--- config.mk ---
export PLATFORM = sky130hd
export DESIGN_NAME = rpd_reset_debounce
export DESIGN_NICKNAME = d
export VERILOG_FILES = /design/src/verilog/rpd_pkg.sv /design/src/verilog/rpd_sync_if.sv /design/src/verilog/rpd_reset_debounce.sv /design/src/verilog/rpd_pin_sync.sv
export SDC_FILE = /design/constraint.sdc
export NUM_CORES = 1
export LEC_CHECK = 0
export ABC_AREA = 1
export ABC_CLOCK_PERIOD_IN_PS = 3700
export BUFFER_PORTS_ARGS = -buffer_cell sky130_fd_sc_hd__buf_2
export CAP_MARGIN = 20
export CORE_ASPECT_RATIO = 1.5
export CORE_MARGIN = 2
export CORE_UTILIZATION = 56
export CTS_BUF_LIST = sky130_fd_sc_hd__clkbuf_2
export CTS_CLUSTER_SIZE = 20
export DETAILED_ROUTE_END_ITERATION = 7
export PLACE_DENSITY = 0.81
export SYNTH_ARGS = -nofsm -noshare
export SYNTH_HDL_FRONTEND = slang
export SYNTH_SLANG_ARGS = --single-unit
--- constraint.sdc ---
create_clock -name clk_sys_in -period 3.7 [get_ports clk_sys_in]
set_input_delay 0.555 -clock clk_sys_in [delete_from_list [all_inputs] [get_ports clk_sys_in]]
set_output_delay 0.555 -clock clk_sys_in [all_outputs]
set_load 0.05 [all_outputs]
--- src/verilog/rpd_pkg.sv ---
`default_nettype none

package rpd_pkg;

    // system clock and time figures
    localparam int unsigned SYS_CLK_HZ = 100_000_000;
    localparam int unsigned OSC_RELEASE_MS = 250;
    localparam int unsigned OSC_RELEASE_CYC = SYS_CLK_HZ / 1000 * OSC_RELEASE_MS;

    // crystal divider: 32.768 kHz / 4096 = 8 Hz sampling tick
    localparam int unsigned DIV_W = 12;
    localparam logic [DIV_W-1:0] DIV_LAST = 12'h0_FFF;
    localparam logic [DIV_W-1:0] DIV_RST = 12'h0_000;

    // debounce sampler
    localparam int unsigned DEB_SAMPLES = 3;
    localparam logic [DEB_SAMPLES-1:0] DEB_ALL_LOW = 3'h0;
    localparam logic [DEB_SAMPLES-1:0] DEB_ALL_HIGH = 3'h7;
    localparam logic [DEB_SAMPLES-1:0] DEB_SHIFT_RST = 3'h0;
    localparam logic DEB_LEVEL_RST = 1'b0;

    // pin synchroniser: bit positions of the conditioned inputs
    localparam int unsigned SYNC_W = 4;
    localparam int unsigned SYNC_RST_PIN = 0;
    localparam int unsigned SYNC_OSC = 1;
    localparam int unsigned SYNC_SEL_LO = 2;
    localparam int unsigned SYNC_SEL_HI = 3;
    localparam logic [SYNC_W-1:0] SYNC_RST = 4'h0;

    // release timer
    localparam int unsigned REL_W = 32;
    localparam logic [REL_W-1:0] REL_RST = 32'h0000_0000;
    localparam logic [REL_W-1:0] REL_ONE = 32'h0000_0001;

    // interval select capture
    localparam logic [1:0] SEL_RST = 2'h0;

    // interrupt time-out option of the variant
    typedef enum logic [2:0] {
        RPD_TO_ONE_SHOT = 3'b001,
        RPD_TO_HANDSHAKE = 3'b010,
        RPD_TO_TOGGLE = 3'b100
    } rpd_timeout_t;

    // oscillation start request state
    typedef enum logic [1:0] {
        RPD_OSC_IDLE = 2'b01,
        RPD_OSC_START = 2'b10
    } rpd_osc_state_t;

endpackage

`default_nettype wire

--- src/verilog/rpd_sync_if.sv ---
`timescale 1ns/1ps
`default_nettype none

// carries raw pins into the synchroniser and settled levels back out
interface rpd_sync_if;
    logic [rpd_pkg::SYNC_W-1:0] raw;
    logic [rpd_pkg::SYNC_W-1:0] level;
    modport sync (input raw, output level);
    modport user (output raw, input level);
endinterface

`default_nettype wire

--- src/verilog/rpd_reset_debounce.sv ---
`timescale 1ns/1ps
`default_nettype none

// Operation
// - sample reset pin three times at 8 Hz
// - three lows clear and hold counter
// - three highs start counter count-up
// - pulses of two periods or less rejected
// - debounced reset result is active low
// - pin low drives oscillation start high
// - low for 500 ms asserts oscillation start
// - start drops within 500 ms after release
// - oscillation start only for loop/handshake variants
// - interval selects captured once at release
// - count start may lag up to about 375 ms
module rpd_reset_debounce #(
    parameter rpd_pkg::rpd_timeout_t TIMEOUT_KIND = rpd_pkg::RPD_TO_ONE_SHOT,
    parameter logic [31:0] OSC_RELEASE_CYC = rpd_pkg::OSC_RELEASE_CYC
) (
    input wire logic clk_sys_in,
    input wire logic reset_n_in,
    input wire logic timer_reset_n_in,
    input wire logic osc_32k_in,
    input wire logic interval_select_lo_in,
    input wire logic interval_select_hi_in,
    output logic counter_clear_n_out,
    output logic count_run_out,
    output logic count_start_out,
    output logic [1:0] interval_sel_out,
    output logic osc_start_out,
    output logic sample_tick_out
);

    // raw pins in, settled levels out
    rpd_sync_if sync_bus ();

    logic pin_lvl;
    logic osc_lvl;
    logic sel_lo_lvl;
    logic sel_hi_lvl;

    // gather the raw pins into one word; a single process keeps one driver on it
    always_comb begin
        sync_bus.raw = rpd_pkg::SYNC_RST;
        sync_bus.raw[rpd_pkg::SYNC_RST_PIN] = timer_reset_n_in;
        sync_bus.raw[rpd_pkg::SYNC_OSC] = osc_32k_in;
        sync_bus.raw[rpd_pkg::SYNC_SEL_LO] = interval_select_lo_in;
        sync_bus.raw[rpd_pkg::SYNC_SEL_HI] = interval_select_hi_in;
    end

    // settled levels that the control logic reads
    assign pin_lvl = sync_bus.level[rpd_pkg::SYNC_RST_PIN];
    assign osc_lvl = sync_bus.level[rpd_pkg::SYNC_OSC];
    assign sel_lo_lvl = sync_bus.level[rpd_pkg::SYNC_SEL_LO];
    assign sel_hi_lvl = sync_bus.level[rpd_pkg::SYNC_SEL_HI];

    // every pin passes the three-flop chain before any logic looks at it;
    // the selects ride the same chain, so they settle with the reset pin
    rpd_pin_sync u_sync (
        .clk_sys_in(clk_sys_in),
        .reset_n_in(reset_n_in),
        .sig(sync_bus.sync)
    );

    // ---- crystal divider ----
    // the crystal is handled as data rather than as a second clock: its settled
    // level is edge-detected here, which keeps one clock domain but needs the
    // crystal to hold each level for at least two system clocks
    logic osc_prev_r;
    logic osc_prev_nxt;
    logic [rpd_pkg::DIV_W-1:0] div_r;
    logic [rpd_pkg::DIV_W-1:0] div_nxt;
    logic tick_r;
    logic tick_nxt;

    // count crystal rising edges; one tick every 4096 of them
    // the tick lasts one system clock, whatever the crystal's duty
    always_comb begin
        osc_prev_nxt = osc_lvl;
        div_nxt = div_r;
        tick_nxt = 1'b0;
        if (osc_lvl && !osc_prev_r) begin
            if (div_r == rpd_pkg::DIV_LAST) begin
                div_nxt = rpd_pkg::DIV_RST;
                tick_nxt = 1'b1;
            end else begin
                div_nxt = div_r + 12'h0_001;
            end
        end
    end

    // reset leaves the edge detector at the synchroniser's own reset level,
    // so no false crystal edge is counted right after release
    always_ff @(posedge clk_sys_in or negedge reset_n_in) begin
        if (!reset_n_in) begin
            osc_prev_r <= 1'b0;
            div_r <= rpd_pkg::DIV_RST;
            tick_r <= 1'b0;
        end else begin
            osc_prev_r <= osc_prev_nxt;
            div_r <= div_nxt;
            tick_r <= tick_nxt;
        end
    end

    // ---- debounce sampler ----
    // shift holds the last three samples, newest in bit zero
    logic [rpd_pkg::DEB_SAMPLES-1:0] shift_r;
    logic [rpd_pkg::DEB_SAMPLES-1:0] shift_nxt;
    logic deb_r;
    logic deb_nxt;
    logic start_r;
    logic start_nxt;
    logic [1:0] sel_r;
    logic [1:0] sel_nxt;

    // a level is accepted only when three ticks in a row saw it, so a pulse
    // spanning two ticks at most never moves the result; the lag this costs
    // (up to two ticks plus a partial one) delays the first count start;
    // mixed samples leave the result alone
    always_comb begin
        shift_nxt = shift_r;
        deb_nxt = deb_r;
        start_nxt = 1'b0;
        sel_nxt = sel_r;
        if (tick_r) begin
            shift_nxt = {shift_r[rpd_pkg::DEB_SAMPLES-2:0], pin_lvl};
            if (shift_nxt == rpd_pkg::DEB_ALL_LOW) begin
                deb_nxt = 1'b0;
            end else if (shift_nxt == rpd_pkg::DEB_ALL_HIGH) begin
                deb_nxt = 1'b1;
            end
        end
        if (deb_nxt && !deb_r) begin
            start_nxt = 1'b1;
            sel_nxt = {sel_hi_lvl, sel_lo_lvl};
        end
    end

    // result starts low so the counter stays held until a high is confirmed,
    // and with the shift cleared too the first high needs three fresh ticks
    always_ff @(posedge clk_sys_in or negedge reset_n_in) begin
        if (!reset_n_in) begin
            shift_r <= rpd_pkg::DEB_SHIFT_RST;
            deb_r <= rpd_pkg::DEB_LEVEL_RST;
            start_r <= 1'b0;
            sel_r <= rpd_pkg::SEL_RST;
        end else begin
            shift_r <= shift_nxt;
            deb_r <= deb_nxt;
            start_r <= start_nxt;
            sel_r <= sel_nxt;
        end
    end

    // ---- oscillation start request ----
    // only the loop and handshake variants may lack power-on detection, so
    // the toggle variant never raises the request
    localparam logic OSC_FEATURE = (TIMEOUT_KIND == rpd_pkg::RPD_TO_ONE_SHOT) ||
                                   (TIMEOUT_KIND == rpd_pkg::RPD_TO_HANDSHAKE);

    // state and release wait of the request
    rpd_pkg::rpd_osc_state_t osc_st_r;
    rpd_pkg::rpd_osc_state_t osc_st_nxt;
    logic [rpd_pkg::REL_W-1:0] rel_r;
    logic [rpd_pkg::REL_W-1:0] rel_nxt;

    // runs on the system clock, since the crystal may not be running yet;
    // a low asserts the request at once, which also covers the 500 ms hold;
    // any low restarts the release wait, so chatter on release only stretches
    // the request, and the wait itself stays well inside the 500 ms bound
    always_comb begin
        osc_st_nxt = osc_st_r;
        rel_nxt = rel_r;
        case (osc_st_r)
            rpd_pkg::RPD_OSC_IDLE: begin
                rel_nxt = rpd_pkg::REL_RST;
                if (!pin_lvl && OSC_FEATURE) begin
                    osc_st_nxt = rpd_pkg::RPD_OSC_START;
                end
            end
            rpd_pkg::RPD_OSC_START: begin
                if (!pin_lvl) begin
                    rel_nxt = rpd_pkg::REL_RST;
                end else if (rel_r >= OSC_RELEASE_CYC - rpd_pkg::REL_ONE) begin
                    osc_st_nxt = rpd_pkg::RPD_OSC_IDLE;
                    rel_nxt = rpd_pkg::REL_RST;
                end else begin
                    rel_nxt = rel_r + rpd_pkg::REL_ONE;
                end
            end
            default: begin
                osc_st_nxt = rpd_pkg::RPD_OSC_IDLE;
                rel_nxt = rpd_pkg::REL_RST;
            end
        endcase
    end

    // request register; reset returns to idle with the wait cleared
    always_ff @(posedge clk_sys_in or negedge reset_n_in) begin
        if (!reset_n_in) begin
            osc_st_r <= rpd_pkg::RPD_OSC_IDLE;
            rel_r <= rpd_pkg::REL_RST;
        end else begin
            osc_st_r <= osc_st_nxt;
            rel_r <= rel_nxt;
        end
    end

    // outputs; all but osc_start_out come straight from flip-flops
    // osc_start_out compares both bits of a one-hot state, and neither in-between code matches, so it cannot glitch;
    // count_run_out repeats the debounced level as the count enable
    assign counter_clear_n_out = deb_r;
    assign count_run_out = deb_r;
    assign count_start_out = start_r;
    assign interval_sel_out = sel_r;
    assign osc_start_out = (osc_st_r == rpd_pkg::RPD_OSC_START);
    assign sample_tick_out = tick_r;

endmodule

`default_nettype wire

--- src/verilog/rpd_pin_sync.sv ---
`timescale 1ns/1ps
`default_nettype none

module rpd_pin_sync (
    input wire logic clk_sys_in,
    input wire logic reset_n_in,
    rpd_sync_if.sync sig
);

    logic [rpd_pkg::SYNC_W-1:0] s1_r;
    logic [rpd_pkg::SYNC_W-1:0] s2_r;
    logic [rpd_pkg::SYNC_W-1:0] s3_r;
    logic [rpd_pkg::SYNC_W-1:0] level_r;
    logic [rpd_pkg::SYNC_W-1:0] level_nxt;

    // a bit changes only once stages two and three agree; stage one feeds stage two only
    always_comb begin
        level_nxt = level_r;
        for (int i = 0; i < rpd_pkg::SYNC_W; i++) begin
            if (s2_r[i] == s3_r[i]) begin
                level_nxt[i] = s3_r[i];
            end
        end
    end

    // three-stage chain, constant reset only
    always_ff @(posedge clk_sys_in or negedge reset_n_in) begin
        if (!reset_n_in) begin
            s1_r <= rpd_pkg::SYNC_RST;
            s2_r <= rpd_pkg::SYNC_RST;
            s3_r <= rpd_pkg::SYNC_RST;
            level_r <= rpd_pkg::SYNC_RST;
        end else begin
            s1_r <= sig.raw;
            s2_r <= s1_r;
            s3_r <= s2_r;
            level_r <= level_nxt;
        end
    end

    assign sig.level = level_r;

endmodule

`default_nettype wire

* Word level (Yosys, flattened, before mapping)
Cells that the tools add are included.
Widths: inputs -> output; s select.
** Storage, ports and cells
- Register bits :: 70
- Input port bits :: 6
- Output and inout bits :: 7
- Word-level logic and storage cells :: 50
** Cells by class
- Add/sub/neg operators :: 2
- $lt $le $gt $ge :: 1
- Eq/ne operators :: 11
- Multiplexer cells :: 14
- Reduce and logical (&&, ||, !) cells :: 6
** Operators with widths (count)
- $mux 32 :: 3
- $add 32x1->32 const B :: 1
- $ge 32x25->1 const B :: 1
- $add 12x1->12 const B :: 1
- $eq 12x12->1 const B :: 1
- $mux 12 :: 1
- $mux 1 :: 6
- $mux 2 :: 3
- $eq 1x1->1 :: 4
- $ne 2x1->1 const B :: 2
- $pmux 2 s2 :: 1
- $eq 3x3->1 const B :: 1
- $logic_not 3->1 :: 1
- $reduce_and 3->1 :: 1
- $eq 2x1->1 const B :: 1
- $eq 2x2->1 const B :: 1
- $logic_and 1x1->1 :: 2
- $logic_not 1->1 :: 2
- $ne 2x2->1 const B :: 1

* Depth between registers and ports, before layout
Gate-level depths: netlist of the first run.
- Word-level depth :: 6
- Gate-level depth with buffers :: 11
- Mapped depth without buffers :: 11

* By module
Synthesis of the first run repeated with hierarchy kept, for this count alone.
** Unflattened totals
- Cell total of the unflattened synthesis :: 323
- Area, all modules :: 3094.2 um^2
** By module, submodules not included
- rpd_reset_debounce :: instances 1, cells each 291, area an instance 2628.8 um^2, seq. area each 1352.5 um^2
- rpd_pin_sync :: instances 1, cells each 32, area an instance 465.4 um^2, seq. area each 400.4 um^2

* Least setup slack after synthesis of the first run
No wires, ideal clock.
- Path kind :: reg2reg
- Start :: reg rel_r[0] in the netlist's numbering
- End :: reg rel_r[24] in the netlist's numbering
- Library setup time :: 0.069 ns
- Arrival time :: 1.557 ns
- Data required time :: 3.631 ns
- Slack :: 2.074 ns
- Stages on the path, launching flop included :: 12
- Buffers on the path :: 1
- Period minus slack after synthesis :: 1.626 ns
- Path through :: dfrtp_1 -> ha_1 -> nand3_1 -> inv_2 -> nand2_4 -> nand3_1 -> nand2_1 -> nand2_2 -> a21oi_4 -> nand2_4 -> buf_6 -> nor2_2
** Between the ends
- Word-level cells in the longest chain between the ends :: 4
- Elaborated cells on any way between the ends :: 5
- Classes of those cells :: 1 x add/sub; 1 x order compare; 3 x mux
** RTL lines
- from (decl) :: RTL line rpd_reset_debounce.sv:165 : logic [rpd_pkg::REL_W-1:0] rel_r;
- from (signal assigned) :: RTL line rpd_reset_debounce.sv:203 : rel_r <= rpd_pkg::REL_RST;
- from (signal assigned) :: RTL line rpd_reset_debounce.sv:206 : rel_r <= rel_nxt;
- $add 32x1->32 / $ge 32x25->1 (equally long branches) :: RTL line rpd_reset_debounce.sv:189, rpd_reset_debounce.sv:185
- $mux 32 * :: RTL line rpd_reset_debounce.sv:185 : end else if (rel_r >= OSC_RELEASE_CYC - rpd_pkg::REL_ONE) begin
- $mux 32 * :: RTL line rpd_reset_debounce.sv:183 : if (!pin_lvl) begin
- $mux 32 * :: RTL line rpd_reset_debounce.sv:175 : case (osc_st_r)
- named net rel_nxt (one bit) :: RTL line rpd_reset_debounce.sv:166 : logic [rpd_pkg::REL_W-1:0] rel_nxt;
Mark *: on every way through the listed nets, which the timed path passes. The rest lies on a longest branch.
A chain may end at the register's enable or synchronous reset.

* Worst setup path in the final report of the first run
- Start :: reg osc_st_r[0]
- End :: out osc_start_out
** Between the ends
- Word-level cells in the longest chain between the ends :: 1
** RTL lines
- from (decl) :: RTL line rpd_reset_debounce.sv:163 : rpd_pkg::rpd_osc_state_t osc_st_r;
- from (signal assigned) :: RTL line rpd_reset_debounce.sv:202 : osc_st_r <= rpd_pkg::RPD_OSC_IDLE;
- from (signal assigned) :: RTL line rpd_reset_debounce.sv:205 : osc_st_r <= osc_st_nxt;
- $eq 2x2->1 :: RTL line rpd_reset_debounce.sv:217 : assign osc_start_out = (osc_st_r == rpd_pkg::RPD_OSC_START);
- to (decl) :: RTL line rpd_reset_debounce.sv:30 : output logic osc_start_out,
No other way between the ends.

==> results.py, run 1 <==
metrics = {
    "synth": {
        "ys_seq_area_frac": 0.583,
        "synthCells": 307,
        "synth_edf_count": 0,
        "synth_top_area_share": 0.574,
        "ys_types": 35,
        "ys.warnings.count": 0,
        "synthArstFlopShare": 1.00,
        "synth_largest_area_cell": "dfrtp_1",
        "synthTopCellsByArea": "dfrtp_1 (57%), nand2_1 (6.5%), nor2_1 (5.5%)",
        "syn_area_per_cell_sq_um": 9.80,
        "ys_ff_latch": 70,
        "syn_area_sq_um": 3010,
        "ys.flop_type": "dfrtp_1",
    },
    "floorplanning": {
        "initial_core_util": 0.582,
        "row_count": 32,
        "ioPinCount": 13,
        "die_w_um": 63.8,
        "coreArea_sq_um": 5160,
        "dieArea_sq_um": 5990,
        "chipHeight_um": 93.8,
    },
    "timing": {
        "rsz0062_at_grt": "no",
        "setup_viol": 0,
        "finalSetupTns_ns": 0,
        "worst_slew_margin_rel": 0.546,
        "finalMaxSlewViolations": 0,
        "worstMarginPinSlew_ns": 0.681,
        "fmax_mhz": 508,
        "final_hold_viol_count": 0,
        "post-route-min-period_ns": 1.97,
        "fin_skew_ns": 0.0331,
        "min_period_over_period": 0.532,
    },
    "power_and_ir_drop": {
        "cellLeakagePower_nw": 1.49,
        "power_density_nw_per_um2": 407,
        "ir_drop_v": 0.000266,
    },
    "grt": {
        "grt_antenna_before_repair": 0,
        "grt_pass1_vias": 2093,
        "grt_overflow_total": 0,
        "grt_pass1_wl_mm": 8.78,
        "grt_usage": 0.194,
        "grt_max_degree": 40,
    },
    "clock_tree": {
        "cts_buffers": 9,
        "cts_tree": "built",
        "clkTransAtPathRegs_ns": 0.18,
        "clock_path_buffers": 2,
        "ctsHoldBuffers": 0,
        "clock_sinks": 70,
        "cts_resized": 0,
        "post_cts_buffers": 0,
        "cts-root-buf": "clkbuf_2",
        "clock_latency_ns": 0.49,
        "htree_levels": 3,
    },
    "worst_setup_path": {
        "rr_worst_depth": 10,
        "cp_common_cell": "inv_1",
        "r2r-start": "rel_r[0]",
        "cp-start-kind": "register",
        "worstPathRequired_ns": 3.14,
        "r2r_setup_slack_ns": 1.82,
        "path_max_fanout": 3,
        "slowest_stage": "dfstp_2",
        "endpoint_kind": "output pin",
        "path_cells": "inv_1 -> nand2_1 -> inv_1 -> buf_2",
        "cp.arrival_ns": 1.41,
        "crit_type": "register to output pin",
        "slowest_delay_ns": 0.55,
        "r2r_end": "rel_r[20]",
        "crit_start": "osc_st_r[0]",
    },
    "final_layout": {
        "finalNetCount": 342,
        "insertedDiodeCount": 0,
        "syn_to_final_growth_pct": 7.40,
        "fillers": 431,
        "drive_above_1_share": 0.175,
        "multi_input_area_sq_um": 1110,
        "regArea_sq_um": 1750,
        "stdcell_area_sq_um": 3230,
        "utilization": 0.625,
    },
    "detailed_routing": {
        "routed_wl_mm": 4.88,
        "ant_nets": 0,
        "dr.pass1.iters": 4,
        "viasPerCell": 5.00,
        "wire_per_inst_um": 12.0,
        "drc_errors": 0,
        "vias": 2029,
        "drt_iter0_markers": 77,
    },
    "placed_design": {
        "gp_congestion": 0.793,
        "hpwl_mm": 3.47,
        "io_buffers": 12,
        "dpl_cell_area_sq_um": 3150,
    },
    "flow_run": {
        "drv_cap": 0,
    },
    "hold_path": {
        "worstHoldPathType": "input port to async pin",
    },
    "run_status": {
        "status": "finished, final reports clean",
    },
}
critical path, delay by kind of cell, from the launching register on:
family / cells / cell delay (ns)
simple gates: 1 / 0.11
buf+inv: 3 / 0.29
flops: 1 / 0.55
report_power, final:
| part | leakage, nW | switching (mW) | internal [mW] | total [mW] |
|---|---|---|---|---|
| Sequential | 0.910 | 0.0339 | 0.818 | 0.852 |
| Clock | 0.0489 | 0.249 | 0.0817 | 0.330 |
| Combinational | 0.535 | 0.0871 | 0.0462 | 0.133 |
| Total | 1.49 | 0.369 | 0.946 | 1.32 |
cell usage after synthesis (4+ instances only):
| master | count |
|---|---|
| dfrtp_1 | 69 |
| inv_1 | 36 |
| maj3_1 | 4 |
| nand2_1 | 52 |
| nand2_2 | 5 |
| nand3_1 | 14 |
| nand4_1 | 4 |
| nor2_1 | 44 |
| nor2_2 | 13 |
| nor3_1 | 7 |
| o21ai_0 | 8 |
| xnor2_1 | 4 |
| xor2_1 | 16 |
cells by family after synthesis:
logic type | synth area share
AO/OA/AOI/OAI | 0.0420
XOR/XNOR | 0.0582
adder cells (fa/ha/maj) | 0.0216
buffers and inverters | 0.0562
flip-flops | 0.583
other | 0.00125
AND/OR/NAND/NOR | 0.238
metal layers:
layer / GRT usage / wire [um]
met1: 0.209 / 2050
met2: 0.332 / 2520
met3: 0.0600 / 180
met4: 0.111 / 126
met5: 0 / 0
cell usage in the layout (no fill, tap or decap), drive strengths merged:
| cell | n |
|---|---|
| a21oi | 2 |
| a2bb2oi | 1 |
| a31o | 1 |
| a31oi | 2 |
| buf | 13 |
| clkbuf | 10 |
| clkinv | 3 |
| clkinvlp | 2 |
| conb | 7 |
| dfrtp | 69 |
| dfstp | 1 |
| ha | 2 |
| inv | 37 |
| maj3 | 4 |
| nand2 | 59 |
| nand3 | 15 |
| nand4 | 4 |
| nor2 | 60 |
| nor3 | 9 |
| nor3b | 1 |
| o21a | 1 |
| o21ai | 9 |
| o21ba | 1 |
| o22ai | 2 |
| or2 | 3 |
| xnor2 | 4 |
| xor2 | 16 |
layout make-up:
type	count	share of cell area
clock buffers	10	0.0155
clock inverters	5	0.00852
inverters	37	0.0430
multi-input cells	203	0.343
flip-flops and latches	70	0.543
well taps	68	0.0263
repair buffers	13	0.0209
worst max-delay path by stage:
stage                     slack [ns]  cells past startpoint       endpoint
after detailed placement        1.87                     10      rel_r[20]
after global routing            1.61                      4  osc_start_out
after CTS                       1.67                      4  osc_start_out
final                           1.73                      4  osc_start_out
after floorplan                 2.07                     11      rel_r[24]
after global placement          1.98                     10      rel_r[20]
metrics by stage:
stage,power (mW),instances,worst slack [ns],hold slack (ns)
after floorplan,0.952,313,2.07,0.259
after global placement,0.988,391,1.98,0.334
after detailed placement,1.00,391,1.87,0.336
after CTS,1.33,406,1.67,0.0396
after global routing,1.39,406,1.61,0.0745
final,1.32,406,1.73,0.0737
registers in the layout, summed over array words and instances, names as in the netlist:
register and count:
u_sync.s1_r 4, count_run_out 1, count_start_out 1, u_sync.s3_r 4
u_sync.sig.level 4, div_r 12, interval_sel_out 2, u_sync.s2_r 4
shift_r 2, osc_st_r 2, sample_tick_out 1, osc_prev_r 1
rel_r 32
No activity file was read; power rests on OpenSTA's default activity.
==> run 2: changes to the inputs <==
- ABC_AREA: 1 -> 0
- ABC_CLOCK_PERIOD_IN_PS: 3700 -> 1800
- PLACE_DENSITY: 0.81 -> 0.84
- clock period: 3.7 -> 1.8 ns (I/O delays scaled with it)
==> run 2 against run 1 <==
Effect of this change:
- the flow now finishes with violations (negative setup slack)
- combinational power is 63% higher
- flip-flop and latch count stayed put
- register-to-register slack worse by 2.0 ns
- die area is 4.2% higher
- first-iteration DRC count is 100% higher
- sequential share of layout area is 7.6 points lower
- largest cell class unchanged
- largest power group unchanged
- highest routed layer unchanged
==> results.py, run 2 <==
metrics = {
    "run_status": {
        "status": "complete, but fails checks",
        "violations": "negative setup slack",
    },
    "synth": {
        "synthMostInstantiatedCell": "dfrtp_1",
        "synth_largest_area_cell": "dfrtp_1",
        "synth_edf_count": 0,
        "ys_types": 46,
        "synthArstFlopShare": 1.00,
        "ys_top_cells_by_count": "dfrtp_1 (69), nand2_1 (15), a211oi_2 (12), nand3_1 (12), xor2_1 (12)",
        "synthTopCellsByArea": "dfrtp_1 (55%), a211oi_2 (4.8%), a221oi_2 (3.8%)",
        "ys.warnings.count": 0,
        "syn_area_per_cell_sq_um": 12.3,
        "synthCells": 255,
        "ys.flop_type": "dfrtp_1",
        "ys_seq_area_frac": 0.558,
        "synth_top_area_share": 0.550,
        "syn_area_sq_um": 3140,
        "ys_ff_latch": 70,
    },
    "detailed_routing": {
        "ant_nets": 0,
        "routed_wl_mm": 6.14,
        "drt_iter0_markers": 155,
        "viasPerCell": 5.88,
        "wire_per_inst_um": 16.0,
        "dr.pass1.iters": 4,
        "drc_errors": 0,
        "vias": 2265,
    },
    "timing": {
        "fin_skew_ns": 0.0268,
        "min_period_over_period": 1.08,
        "finalMaxSlewViolations": 0,
        "post-route-min-period_ns": 1.94,
        "final_hold_viol_count": 0,
        "worst_slew_margin_rel": 0.575,
        "rsz0062_at_grt": "yes",
        "worstMarginPinSlew_ns": 0.637,
        "fmax_mhz": 515,
        "setup_ws_ns": -0.140,
        "setup_viol": 24,
    },
    "grt": {
        "grt_antenna_before_repair": 0,
        "grt_overflow_total": 0,
        "grt_pass1_vias": 2262,
        "grt_usage": 0.220,
        "grt_max_degree": 28,
        "grt_pass1_wl_mm": 10.4,
    },
    "final_layout": {
        "reg_top3": "rel_r (32), div_r (12)",
        "largest_register_ffs": 32,
        "final_cell_count_no_fill": 385,
        "stdcell_area_sq_um": 3760,
        "fillers": 405,
        "largest_register": "rel_r",
        "insertedDiodeCount": 0,
        "drive_above_1_share": 0.308,
        "utilization": 0.689,
        "syn_to_final_growth_pct": 19.6,
        "finalNetCount": 318,
        "mostFrequentLayoutCell": "dfrtp_1",
        "final_cell_mix": "dfrtp_1 (69), buf_4 (30), nand2_1 (15)",
    },
    "clock_tree": {
        "cts-root-buf": "clkbuf_2",
        "clock_latency_ns": 0.50,
        "htree_levels": 3,
        "clock_path_buffers": 2,
        "cts_tree": "built",
        "clkTransAtPathRegs_ns": 0.22,
        "clock_sinks": 70,
        "cts_buffers": 9,
    },
    "worst_setup_path": {
        "crit_type": "register to register",
        "path_max_fanout": 11,
        "cp-start-kind": "register",
        "worstPathRequired_ns": 2.19,
        "endpoint_kind": "register",
        "r2r_setup_slack_ns": -0.14,
        "cp.arrival_ns": 2.33,
    },
    "power_and_ir_drop": {
        "power_density_nw_per_um2": 777,
        "power_mw": 2.92,
        "ir_drop_v": 0.000534,
        "cellLeakagePower_nw": 1.59,
    },
    "placed_design": {
        "dpl_cell_area_sq_um": 3540,
        "dp_slack_ns": -0.0874,
        "dp_cells": 362,
        "gp_congestion": 0.854,
        "io_buffers": 12,
        "hpwl_mm": 4.28,
    },
    "floorplanning": {
        "die_w_um": 65.2,
        "coreArea_sq_um": 5450,
        "initial_core_util": 0.576,
        "chipHeight_um": 95.7,
        "row_count": 33,
        "ioPinCount": 13,
        "dieArea_sq_um": 6240,
    },
    "flow_run": {
        "drv_cap": 0,
    },
    "hold_path": {
        "worstHoldPathType": "input port to async pin",
    },
}
-- run 2: metal layers --
layer | part of all wire | track usage | vias up
li1 | - | - | 1068
met1 | 0.40 | 0.249 | 1151
met2 | 0.56 | 0.413 | 39
met3 | 0.032 | 0.0456 | 7
met4 | 0.012 | 0.0677 | 0
met5 | 0 | 0 | -
-- run 2: final timing paths --
path	from	end	cells after the start
max reg2reg	rel_r[9]	rel_r[13]	5
min reg2reg	u_sync.s1_r[1]	u_sync.s2_r[1]	0
max	rel_r[9]	rel_r[13]	5
min in group clk_sys_in	u_sync.s1_r[1]	u_sync.s2_r[1]	0
min	reset_n_in	rel_r[23]	2
max in group asynchronous	reset_n_in	u_sync.s1_r[1]	3
-- run 2: timing repair --
action | 4_1_cts | 5_1_grt
hold endpoints to repair | 26 | 0
gates cloned | 0 | 0
buffers inserted | 1 | 2
hold buffers | 5 | 0
pin swaps | 0 | 4
setup endpoints to repair | 24 | 27
resized for setup | 4 | 1
-- run 2: worst max-delay path: stages, from the launching register on --
cell	delay, ns
dfrtp_1	0.43
or4_4	0.55
a2111oi_4	0.26
o21ai_2	0.15
buf_12	0.17
a221oi_2	0.28
-- run 2: kinds of logic after synthesis --
| logic type | count (synthesis) | synth area share |
|---|---|---|
| flip-flops | 70 | 0.558 |
| adder cells (fa/ha/maj) | 6 | 0.0207 |
| buffers and inverters | 17 | 0.0287 |
| other | 1 | 0.00119 |
| AND/OR/NAND/NOR | 85 | 0.160 |
| multiplexers | 5 | 0.0175 |
| XOR/XNOR | 18 | 0.0502 |
| AO/OA/AOI/OAI | 53 | 0.164 |
-- run 2: final cells by class --
cell class,instances,area (sq um),area share
Clock buffer,9,45.0,0.0120
Clock inverter,7,82.6,0.0220
Inverter,4,15.0,0.00400
Multi-Input combinational cell,174,1360,0.362
Sequential cell,70,1750,0.467
Tap cell,70,87.6,0.0233
Timing Repair Buffer,51,415,0.111
-- run 2: power breakdown --
part | internal [mW] | total [mW] | leakage [nW] | switching, mW
Combinational | 0.103 | 0.217 | 0.612 | 0.114
Clock | 0.339 | 0.944 | 0.0706 | 0.604
Sequential | 1.67 | 1.76 | 0.910 | 0.0847
Total | 2.12 | 2.92 | 1.59 | 0.803
-- run 2: stage by stage --
step	hold slack [ns]	TNS [ns]
2_1_floorplan	-0.0256	-0.0410
3_3_place_gp	0.324	-0.0887
3_5_place_dp	0.320	-0.787
4_1_cts	0.283	-1.61
5_1_grt	0.289	-3.60
6_report	0.296	-1.81
==> run 3: changes to the inputs <==
- CORE_UTILIZATION: 56 -> 55
- CTS_BUF_LIST: sky130_fd_sc_hd__clkbuf_2 -> not set
- PLACE_DENSITY: 0.84 -> 0.83
==> run 3 against run 2 <==
Effect of this change:
- the flow still finishes with violations (negative setup slack)
- clock skew decreased by 0.022 ns
- global-route usage rose by 1.5 points
- sequential power hardly changed
- highest routed layer unchanged
- non-clock buffer count decreased by 4
- maximum frequency is 0.90% higher
- via count increased by 0.44%
- power is 6.5% higher
- register-to-register slack better by 0.02 ns
- hold slack got worse by 0.28 ns
- combinational power down 6%
- clock power up 22%
- largest power group unchanged
==> results.py, run 3 (same netlist as run 2, synthesis figures left out) <==
metrics = {
    "run_status": {
        "status": "complete, but fails checks",
        "violations": "negative setup slack",
    },
    "floorplanning": {
        "row_count": 33,
        "die_w_um": 65.7,
        "coreArea_sq_um": 5490,
        "chipHeight_um": 96.6,
        "dieArea_sq_um": 6350,
        "initial_core_util": 0.572,
        "ioPinCount": 13,
    },
    "final_layout": {
        "fillers": 403,
        "mostFrequentLayoutCell": "dfrtp_1",
        "drive_above_1_share": 0.302,
        "finalNetCount": 314,
        "final_cell_count_no_fill": 381,
        "final_cell_mix": "dfrtp_1 (69), buf_4 (31), nand2_1 (15)",
        "largest_register": "rel_r",
        "reg_top3": "rel_r (32), div_r (12)",
        "syn_to_final_growth_pct": 18.8,
        "utilization": 0.680,
        "insertedDiodeCount": 0,
        "largest_register_ffs": 32,
    },
    "power_and_ir_drop": {
        "power_density_nw_per_um2": 833,
        "ir_drop_v": 0.000571,
        "cellLeakagePower_nw": 1.59,
    },
    "timing": {
        "rsz0062_at_grt": "yes",
        "fmax_mhz": 520,
        "setup_ws_ns": -0.123,
        "final_hold_viol_count": 0,
        "post-route-min-period_ns": 1.92,
        "fin_skew_ns": 0.00483,
        "worstMarginPinSlew_ns": 0.565,
        "setup_viol": 20,
        "finalMaxSlewViolations": 0,
        "min_period_over_period": 1.07,
        "worst_slew_margin_rel": 0.623,
    },
    "clock_tree": {
        "clkTransAtPathRegs_ns": 0.07,
        "clock_path_buffers": 2,
        "clock_latency_ns": 0.35,
        "cts_tree": "built",
        "clock_sinks": 70,
        "htree_levels": 3,
        "cts-root-buf": "clkbuf_8",
        "cts_buffers": 9,
    },
    "placed_design": {
        "io_buffers": 12,
        "hpwl_mm": 4.16,
        "gp_congestion": 0.801,
        "dp_cells": 360,
    },
    "grt": {
        "grt_antenna_before_repair": 0,
        "grt_overflow_total": 0,
        "grt_usage": 0.235,
        "grt_pass1_vias": 2422,
        "grt_pass1_wl_mm": 11.1,
        "grt_max_degree": 47,
    },
    "worst_setup_path": {
        "worstPathRequired_ns": 2.04,
        "r2r_setup_slack_ns": -0.12,
        "r2r-start": "rel_r[9]",
        "cp.arrival_ns": 2.16,
        "crit_type": "register to register",
        "rr_worst_depth": 5,
        "r2r_end": "rel_r[14]",
        "path_max_fanout": 10,
        "endpoint_kind": "register",
        "cp-start-kind": "register",
    },
    "detailed_routing": {
        "wire_per_inst_um": 16.4,
        "routed_wl_mm": 6.24,
        "drc_errors": 0,
        "viasPerCell": 5.97,
        "ant_nets": 0,
        "dr.pass1.iters": 4,
        "vias": 2275,
        "drt_iter0_markers": 156,
    },
    "flow_run": {
        "drv_cap": 0,
    },
    "hold_path": {
        "holdCritStartpoint": "interval_select_hi_in",
        "holdPathEnd": "u_sync.s1_r[3]",
        "min_path_cells": 1,
        "worstHoldPathType": "input port to register",
    },
}
-- run 3: changes by cell type in the layout (fill, tap and decap cells not counted), moves of 2 or more --
cell and delta:
a221oi_1 +3, a221oi_2 -3, buf_12 -2, clkbuf_2 -9, clkbuf_8 +10, dlygate4sd3_1 -4
-- run 3: critical path, cell delays in order (launching register included) --
cell and delay [ns]:
dfrtp_1 0.39, or4_4 0.54, a2111oi_4 0.25, o21ai_2 0.15
buf_12 0.17, a221oi_1 0.31
-- run 3: repair_timing --
action | 4_1_cts | 5_1_grt
hold buffers | 1 | 0
endpoints found under the setup margin | 19 | 26
resized for setup | 3 | 1
pin swaps | 2 | 3
buffers inserted | 3 | 3
hold endpoints to repair | 24 | 0
-- run 3: per-layer routing --
metal,track usage,up-vias,share of wire
li1,-,1059,-
met1,0.260,1153,0.39
met2,0.412,47,0.55
met3,0.0684,16,0.037
met4,0.109,0,0.025
met5,0,-,0
-- run 3: cell type report --
| type | count | area (sq um) | share of cell area |
|---|---|---|---|
| sequential | 70 | 1750 | 0.470 |
| clock buffer | 10 | 138 | 0.0369 |
| multi-input combinational | 174 | 1340 | 0.359 |
| tap | 70 | 87.6 | 0.0235 |
| timing repair buffer | 47 | 354 | 0.0948 |
| inverter | 4 | 15.0 | 0.00402 |
| clock inverter | 6 | 46.3 | 0.0124 |
-- run 3: metrics by stage --
stage / setup TNS [ns] / hold WS (ns) / power (mW) / instance area [sq um] / setup WS, ns
5_1_grt: -2.40 / 0.000247 / 3.27 / 3730 / -0.162
6_report: -0.802 / 0.0202 / 3.11 / 3730 / -0.123
3_5_place_dp: -0.768 / 0.290 / 1.99 / 3500 / -0.0902
3_3_place_gp: -0.154 / 0.274 / 1.97 / 3500 / -0.0198
2_1_floorplan: -0.0410 / -0.0256 / 1.90 / 3170 / -0.00513
4_1_cts: -0.640 / 0.00498 / 3.16 / 3720 / -0.0702
-- run 3: worst max-delay path by stage --
| stage | end | slack (ns) | start | depth (start not counted) |
|---|---|---|---|---|
| final | rel_r[14] | -0.12 | rel_r[9] | 5 |
| after global routing | rel_r[15] | -0.16 | rel_r[9] | 5 |
| after CTS | rel_r[18] | -0.07 | rel_r[9] | 5 |
| after detailed placement | rel_r[18] | -0.09 | rel_r[9] | 5 |
| after global placement | rel_r[12] | -0.02 | rel_r[9] | 5 |
| after floorplan | rel_r[16] | -0.005 | rel_r[9] | 5 |
-- run 3: report_power, final --
group | switching (mW) | internal [mW] | total (mW) | leakage (nW)
Sequential | 0.0842 | 1.67 | 1.76 | 0.910
Clock | 0.607 | 0.543 | 1.15 | 0.0889
Combinational | 0.112 | 0.0919 | 0.203 | 0.590
Total | 0.802 | 2.31 | 3.11 | 1.59
